===== config.mk =====
export PLATFORM = sky130hd
export DESIGN_NAME = asrmc_top
export DESIGN_NICKNAME = d
export VERILOG_FILES = /design/src/rtl/asrmc_pkg.sv /design/src/rtl/asrmc_pins_if.sv /design/src/rtl/asrmc_pin_drv.sv /design/src/rtl/asrmc_top.sv
export SDC_FILE = /design/constraint.sdc
export NUM_CORES = 1
export LEC_CHECK = 0
export ABC_AREA = 1
export ABC_CLOCK_PERIOD_IN_PS = 1450
export BUFFER_PORTS_ARGS = -buffer_cell sky130_fd_sc_hd__buf_4
export CAP_MARGIN = 5
export CORE_MARGIN = 1
export CORE_UTILIZATION = 28
export DETAILED_ROUTE_END_ITERATION = 10
export GPL_TIMING_DRIVEN = 0
export PLACE_DENSITY = 0.56
export SLEW_MARGIN = 40
export SYNTH_ARGS = -nofsm -noshare
export SYNTH_HDL_FRONTEND = slang
export SYNTH_HIERARCHICAL = 1
export SYNTH_SLANG_ARGS = --single-unit

===== constraint.sdc =====
create_clock -name clock_in -period 1.45 [get_ports clock_in]
set_input_delay 0.0725 -clock clock_in [delete_from_list [all_inputs] [get_ports clock_in]]
set_output_delay 0.0725 -clock clock_in [all_outputs]
set_load 0.01 [all_outputs]

===== src/rtl/asrmc_pkg.sv =====
// package: constants and types for the static ram host controller
//------------------------------------------------------------------
//------------------------------------------------------------------
package asrmc_pkg;
  localparam int ADDR_W = 15;
  localparam int DATA_W = 8;
  localparam int MEM_BYTES = 32768;
  // access cycle figures in ns; longest published cycle
  localparam int CYCLE_NS = 25;
  localparam int CLK_NS = 40;
  // least time rounds up, at least one cycle
  localparam int ACC_CYC_RAW = (CYCLE_NS + CLK_NS - 1) / CLK_NS;
  localparam int ACC_CYC = (ACC_CYC_RAW < 1) ? 1 : ACC_CYC_RAW;
  localparam logic [3:0] ACC_CNT = 4'(ACC_CYC);
  localparam logic [3:0] CNT_ZERO = 4'h0;
  localparam logic [3:0] CNT_ONE = 4'h1;
  localparam logic [DATA_W-1:0] DATA_ZERO = 8'h00;
  localparam logic [ADDR_W-1:0] ADDR_ZERO = 15'h0000;

  typedef enum logic [3:0] {
    ASRMC_IDLE  = 4'h1,
    ASRMC_READ  = 4'h2,
    ASRMC_WRITE = 4'h4,
    ASRMC_DONE  = 4'h8
  } asrmc_state_t;
endpackage


===== src/rtl/asrmc_pins_if.sv =====
// interface: pin-level control group between sequencer and pin driver
`timescale 1ns/100ps
interface asrmc_pins_if;
  import asrmc_pkg::*;
  logic              wr_act;     // write strobe asserted
  logic              rd_act;     // output drive asserted
  logic              drv_data;   // host drives data lines
  logic [ADDR_W-1:0] addr;
  logic [DATA_W-1:0] wdata;
  modport seq (output wr_act, output rd_act, output drv_data,
               output addr, output wdata);
  modport drv (input wr_act, input rd_act, input drv_data,
               input addr, input wdata);
endinterface


===== src/rtl/asrmc_pin_drv.sv =====
// module: registered pin driver for the static ram
`timescale 1ns/100ps
module asrmc_pin_drv (
  // clock and reset
  input  wire logic                          clock_in,
  input  wire logic                          nrst_in,
  // from sequencer
  asrmc_pins_if.drv                          pins,
  // memory pins
  output logic [asrmc_pkg::ADDR_W-1:0]       addr_out,
  output logic [asrmc_pkg::DATA_W-1:0]       data_out,
  output logic                               data_oe_out,
  output logic                               select_low_out,
  output logic                               write_strobe_low_out,
  output logic                               output_drive_low_out,
  output logic                               chip_enable_out
);
  import asrmc_pkg::*;

  // all pins from flops so strobes never glitch
  always_ff @(posedge clock_in) begin
    if (!nrst_in) begin
      addr_out             <= ADDR_ZERO;
      data_out             <= DATA_ZERO;
      data_oe_out          <= 1'b0;
      select_low_out       <= 1'b0;
      write_strobe_low_out <= 1'b1;
      output_drive_low_out <= 1'b0;
      chip_enable_out      <= 1'b1;
    end else begin
      addr_out             <= pins.addr;
      data_out             <= pins.wdata;
      // keep the byte on the lines one cycle past the rising strobe: data hold
      data_oe_out          <= pins.drv_data || !write_strobe_low_out;
      select_low_out       <= 1'b0;
      write_strobe_low_out <= ~pins.wr_act;
      output_drive_low_out <= ~pins.rd_act;
      chip_enable_out      <= 1'b1;
    end
  end
endmodule


===== src/rtl/asrmc_top.sv =====
// module: host controller that reads and writes the static ram via its pins
`timescale 1ns/100ps
module asrmc_top (
  // clock and reset
  input  wire logic                          clock_in,
  input  wire logic                          nrst_in,
  // user request
  input  wire logic                          req_valid_in,
  input  wire logic                          req_write_in,
  input  wire logic [asrmc_pkg::ADDR_W-1:0]  req_addr_in,
  input  wire logic [asrmc_pkg::DATA_W-1:0]  req_wdata_in,
  output logic                               req_ready_out,
  // user answer
  output logic                               rsp_valid_out,
  output logic [asrmc_pkg::DATA_W-1:0]       rsp_rdata_out,
  // memory pins
  output logic [asrmc_pkg::ADDR_W-1:0]       addr_out,
  output logic [asrmc_pkg::DATA_W-1:0]       data_out,
  output logic                               data_oe_out,
  input  wire logic [asrmc_pkg::DATA_W-1:0]  data_in,
  output logic                               select_low_out,
  output logic                               write_strobe_low_out,
  output logic                               output_drive_low_out,
  output logic                               chip_enable_out
);
  import asrmc_pkg::*;

  // behaviour in short:
  //   one request at a time; ready is high only while idle
  //   a write holds the strobe low for the access time, then lets it rise
  //   the pin driver keeps the byte on the lines one cycle past the strobe
  //   a read lowers output drive, waits, then samples through two flops
  //   the answer is a one-cycle pulse; the byte stays until the next read
  //   select and enable stay active; nothing else shares the part
  // limitation: no back-to-back accesses, a write costs three cycles
  // and a read six, traded for pins that come straight from flops

  // pin intent towards the registered pin driver
  asrmc_pins_if pins ();

  // sequencer state and its wait counter
  asrmc_state_t      state_ff, nxt_state;
  logic [3:0]        cnt_ff, nxt_cnt;
  // request held for the whole access
  logic [ADDR_W-1:0] addr_ff;
  logic [DATA_W-1:0] wdata_ff;
  // data pin synchroniser
  logic [DATA_W-1:0] sync1_ff, sync2_ff;
  // read answer
  logic              rsp_ff;
  logic [DATA_W-1:0] rdata_ff;

  //------------------------------------------------------------
  // helpers
  //------------------------------------------------------------
  // one step down the wait counter, cut back to the counter width
  function automatic logic [3:0] cnt_dec(input logic [3:0] cnt);
    return 4'(cnt - CNT_ONE);
  endfunction

  // state test shared by the decode wires below
  function automatic logic is_state(input asrmc_state_t cur, input asrmc_state_t want);
    return (cur == want);
  endfunction

  //------------------------------------------------------------
  // decode
  //------------------------------------------------------------
  // one-hot state tests, used by the handshake, the pins and the answer
  wire in_idle   = is_state(state_ff, ASRMC_IDLE);
  wire take_req  = req_valid_in && in_idle;
  wire cnt_done  = (cnt_ff == CNT_ZERO);
  wire in_read   = is_state(state_ff, ASRMC_READ);
  wire in_write  = is_state(state_ff, ASRMC_WRITE);
  wire in_done   = is_state(state_ff, ASRMC_DONE);
  // the data pin echo needs two more flops before it is safe to sample
  wire rd_sample = in_done && cnt_done;

  // ready straight from the state; valid and data outputs from flops
  assign req_ready_out = in_idle;
  assign rsp_valid_out = rsp_ff;
  assign rsp_rdata_out = rdata_ff;

  // pin intent; host only drives data while the device floats (write strobe low)
  assign pins.wr_act   = in_write;
  // read intent stays on through DONE so the byte is driven while it settles
  assign pins.rd_act   = in_read || (in_done && !rsp_ff);
  assign pins.drv_data = in_write;
  assign pins.addr     = addr_ff;
  assign pins.wdata    = wdata_ff;

  //------------------------------------------------------------
  // sequencer
  //------------------------------------------------------------
  // write: IDLE, then WRITE for ACC_CNT plus one cycles, then IDLE
  // read: IDLE, READ for ACC_CNT plus one cycles, DONE for three, IDLE
  // every wait state leaves on a zero count, so the counter never wraps
  always_comb begin
    nxt_state = state_ff;
    nxt_cnt   = cnt_ff;
    case (state_ff)
      ASRMC_IDLE: begin
        if (req_valid_in) begin
          nxt_state = req_write_in ? ASRMC_WRITE : ASRMC_READ;
          nxt_cnt   = ACC_CNT;
        end
      end
      ASRMC_READ: begin
        if (cnt_done) begin
          nxt_state = ASRMC_DONE;
          // pin stage plus sync stage before the byte can be taken
          nxt_cnt   = 4'(CNT_ONE + CNT_ONE);
        end else begin
          nxt_cnt = cnt_dec(cnt_ff);
        end
      end
      ASRMC_WRITE: begin
        if (cnt_done) begin
          // the pin driver keeps the byte on the lines one cycle longer
          nxt_state = ASRMC_IDLE;          // strobe rises; byte is stored
        end else begin
          nxt_cnt = cnt_dec(cnt_ff);
        end
      end
      ASRMC_DONE: begin
        // the answer pulse leaves with this step, so ready rises in the same cycle as it
        if (cnt_done) begin
          nxt_state = ASRMC_IDLE;
        end else begin
          nxt_cnt = cnt_dec(cnt_ff);
        end
      end
      default: begin
        nxt_state = ASRMC_IDLE;
        nxt_cnt   = CNT_ZERO;
      end
    endcase
  end

  //------------------------------------------------------------
  // state register
  //------------------------------------------------------------
  // reset lands in idle so the write strobe cannot fall before a request; output drive resets low
  // state and counter
  always_ff @(posedge clock_in) begin
    if (!nrst_in) begin
      state_ff <= ASRMC_IDLE;
      cnt_ff   <= CNT_ZERO;
    end else begin
      state_ff <= nxt_state;
      cnt_ff   <= nxt_cnt;
    end
  end

  //------------------------------------------------------------
  // request capture
  //------------------------------------------------------------
  // captured once so the pins hold still even if the user moves on
  // request capture
  always_ff @(posedge clock_in) begin
    if (!nrst_in) begin
      addr_ff  <= ADDR_ZERO;
      wdata_ff <= DATA_ZERO;
    end else if (take_req) begin
      addr_ff  <= req_addr_in;
      wdata_ff <= req_wdata_in;
    end
  end

  //------------------------------------------------------------
  // pin input synchroniser
  //------------------------------------------------------------
  // a single flop could hand a half-settled level to the answer register
  // data pins come from outside the clock domain: two flops
  always_ff @(posedge clock_in) begin
    if (!nrst_in) begin
      sync1_ff <= DATA_ZERO;
      sync2_ff <= DATA_ZERO;
    end else begin
      sync1_ff <= data_in;
      sync2_ff <= sync1_ff;
    end
  end

  //------------------------------------------------------------
  // read answer
  //------------------------------------------------------------
  // only the second sync flop is read here, never the first
  // read answer, one-cycle pulse
  always_ff @(posedge clock_in) begin
    if (!nrst_in) begin
      rsp_ff   <= 1'b0;
      rdata_ff <= DATA_ZERO;
    end else begin
      rsp_ff <= rd_sample;
      if (rd_sample) begin
        rdata_ff <= sync2_ff;
      end
    end
  end

  //------------------------------------------------------------
  // pin driver
  //------------------------------------------------------------
  // registered pins; data release lags the strobe by one cycle
  asrmc_pin_drv u_drv (
    .clock_in             (clock_in),
    .nrst_in              (nrst_in),
    .pins                 (pins),
    .addr_out             (addr_out),
    .data_out             (data_out),
    .data_oe_out          (data_oe_out),
    .select_low_out       (select_low_out),
    .write_strobe_low_out (write_strobe_low_out),
    .output_drive_low_out (output_drive_low_out),
    .chip_enable_out      (chip_enable_out)
  );
endmodule


==> summary.md <==
| Metric | Value |
|---|---|
| Clk Latency, worst-skew pair | 350 ps |
| H-tree levels | 3 |
| Nets@finish | 522 |
| Setup TNS | 0 ps |
| WS Path Type | register to register |
| Clk sink count | 82 |
| FP Rows | 36 |
| Critical path cell sequence | inv_2 > ha_4 > nand2_2 > nor2_4 > nand2_4 > buf_2 > o21ai_0 > nor2_1 |
| Layout Skew | 11.4 ps |
| Run status | finished, final reports clean |
| HP Class | primary input to register |
| Die area | 10600 um^2 |
| Synth Cell Area | 2850 um^2 |
| Vias in the first global route | 2402 |
| CP required | 1710 ps |
| Cell Pwr Density | 1160 nW/um^2 |
| Final setup viols | 0 |
| Post-DP Area | 3530 um^2 |
| Dpl hpwl | 4.29 mm |
| Clock tree buffer depth | 2 |
| Initial core utilization | 29.0% |
| CP Launch Type | register |
| Worst path slowest cell | dfxtp_2 |
| Largest stage delay on the critical path | 330 ps |
| Leakage | 2.19 nW |
| Port Buffer Count | 69 |
| Final min period | 1450 ps |
| # diodes | 0 |
| Final ANT Viol Nets | 0 |
| Die Height | 103 um |
| CTS clk-pin slew, worst paths | 90 ps |
| Synth Register Bits | 82 |
| Largest net degree at the start of global routing | 16 |
| Largest fanout on the critical path | 5 |
| Total of warnings raised by yosys | 6 |
| Core box area | 9820 um^2 |
| Final Hold Vio Count | 0 |
| Die width | 103 um |
| Drt first pass iters | 4 |
| Drt first-iter violations | 43 |
| Syn avg cell area | 7.93 um^2 |
| Layout Cells excl Fill | 623 |
| Final Cycle Share | 99.9% |
| Routed wire length | 6.70 mm |
| Finished Cell Area | 4240 um^2 |
| Max-cap viol count | 0 |
| Slew Limit Fails | 0 |
| Fillers | 963 |
| GP Congestion | 0.782 |
| Root Buffer | clkbuf_8 |
| Placed Cells | 561 |
| CTS Buf Count | 9 |
| First-pass GRT wire length | 10.4 mm |
| Global Route Usage Sum | 12.9% |
| I/O pin count | 73 |
| Sequential area share after synthesis | 57.7% |
| Avg Vias per Cell | 4.00 |
| Total power | 4.89 mW |
| Grt ovf | 0 |
| Antenna violations before repair | 0 |
| Syn Inst Count | 359 |
| Synth cell types | 21 |
| Arrival @ worst endpoint | 1700 ps |
| DRC Markers | 0 |
| Area Overhead vs Synth | 48.8% |
| Maximum clock rate | 691 MHz |
| Syn Nets | 396 |
| Critical Path Sink Type | register |
| TritonCTS clock tree | built |
| Via count | 2495 |
| Worst vdd ir | 0.000367 V |
| Share of cells above drive strength 1 | 27.3% |
| Routed len/inst | 10.7 um |
synthesized netlist by cell type:
library cell | count | share of area (%)
inv_1 | 55 | 7.3
nand4_1 | 1 | 0.22
a21oi_1 | 6 | 1.1
inv_2 | 3 | 0.40
a21oi_2 | 1 | 0.31
conb_1 | 2 | 0.26
nor2_4 | 1 | 0.40
buf_4 | 3 | 0.79
clkbuf_1 | 6 | 0.79
dfxtp_1 | 82 | 58
nor2_2 | 4 | 0.88
nor2_1 | 77 | 10
clkbuf_4 | 1 | 0.26
buf_6 | 5 | 2.0
o21ai_0 | 32 | 5.6
nand2_2 | 3 | 0.66
o21ai_1 | 2 | 0.35
nand2_1 | 65 | 8.6
o21a_1 | 1 | 0.26
ha_1 | 2 | 0.88
nand3_1 | 7 | 1.2
path summary, 6_finish.rpt:
path,from,end,slack [ps],cells after the start
setup / recovery,cnt_ff[0],rsp_rdata_out[6],2,8
hold / removal,nrst_in,pins.wdata[0],70,3
setup reg to reg,cnt_ff[0],rsp_rdata_out[6],2,8
hold reg to reg,sync1_ff[2],sync2_ff[2],420,2
metal layers:
layer  vias to the layer above  global-route usage, %  wire, um
met1                      1111                   14.3      3000
li1                       1318                      -         -
met4                         0                   7.91       110
met5                         -                      0         0
met3                         9                   2.85       252
met2                        57                   22.6      3330
flip-flops by register name (all words and copies together) (netlist names):
register                    count
state_ff                        4
u_drv/write_strobe_low_out      1
cnt_ff                          4
u_drv/addr_out                 15
rsp_rdata_out                   8
pins.wdata                      8
rsp_valid_out                   1
u_drv/output_drive_low_out      1
sync2_ff                        8
addr_ff                        15
u_drv/data_oe_out               1
u_drv/data_out                  8
sync1_ff                        8
power breakdown:
| group | internal (mW) | switching, mW | total, mW | leakage (nW) |
|---|---|---|---|---|
| clock network | 0.633 | 0.862 | 1.50 | 0.0864 |
| registers | 2.43 | 0.0715 | 2.50 | 0.674 |
| logic | 0.444 | 0.457 | 0.902 | 1.43 |
| total | 3.50 | 1.39 | 4.89 | 2.19 |
metrics by stage:
step	setup slack, ps	hold WS, ps	utilization (%)
floorplan	143	166	-
global placement	-47.4	262	36.0
detailed placement	-74.7	258	36.0
CTS	-13.0	69.2	41.3
global route	-84.2	116	43.1
finish	1.84	70.4	43.1
area by class of cell:
cell class | instances | area, um^2 | area share, %
Timing Repair Buffer | 115 | 966 | 22.8
Buffer | 15 | 109 | 2.57
Multi-Input combinational cell | 204 | 953 | 22.5
Clock buffer | 9 | 124 | 2.92
Sequential cell | 82 | 1640 | 38.8
Tap cell | 133 | 166 | 3.93
Inverter | 58 | 223 | 5.26
Clock inverter | 7 | 51.3 | 1.21
cells by family after synthesis:
group	Yosys count	share of synthesized area [%]
buffers and inverters	73	11.5
adders and majority gates	2	0.879
DFF	82	57.7
AOI/OAI and AO/OA	42	7.60
and+or+nand+nor	158	22.1
other	2	0.264
cell usage in the layout, fill, tap and decap left out, types with 3 or more instances in the layout:
| master | n |
|---|---|
| a21oi_1 | 4 |
| buf_4 | 81 |
| buf_6 | 7 |
| clkbuf_1 | 6 |
| clkbuf_8 | 9 |
| dfxtp_1 | 80 |
| dlygate4sd3_1 | 34 |
| inv_1 | 53 |
| inv_2 | 3 |
| inv_6 | 3 |
| nand2_1 | 60 |
| nand2_2 | 6 |
| nand3_1 | 7 |
| nor2_1 | 73 |
| nor2_2 | 5 |
| nor2_4 | 4 |
| o21ai_0 | 25 |
| o21ai_1 | 9 |
critical path: cells and delay by family, from the launching register on:
family	cells	cell delay, ps
flip-flops	1	330
AO/OA/AOI/OAI	1	150
AND/OR/NAND/NOR	4	420
buffers and inverters	2	290
adder cells (fa/ha/maj)	1	150
repair_timing:
action,in CTS,in global routing
hold buffers,34,0
hold endpoints to repair,39,0
endpoints found under the setup margin,12,34
setup buffers,0,12
pin swaps,0,4
gates resized for setup,2,33
(Power assumes the default switching activity.)
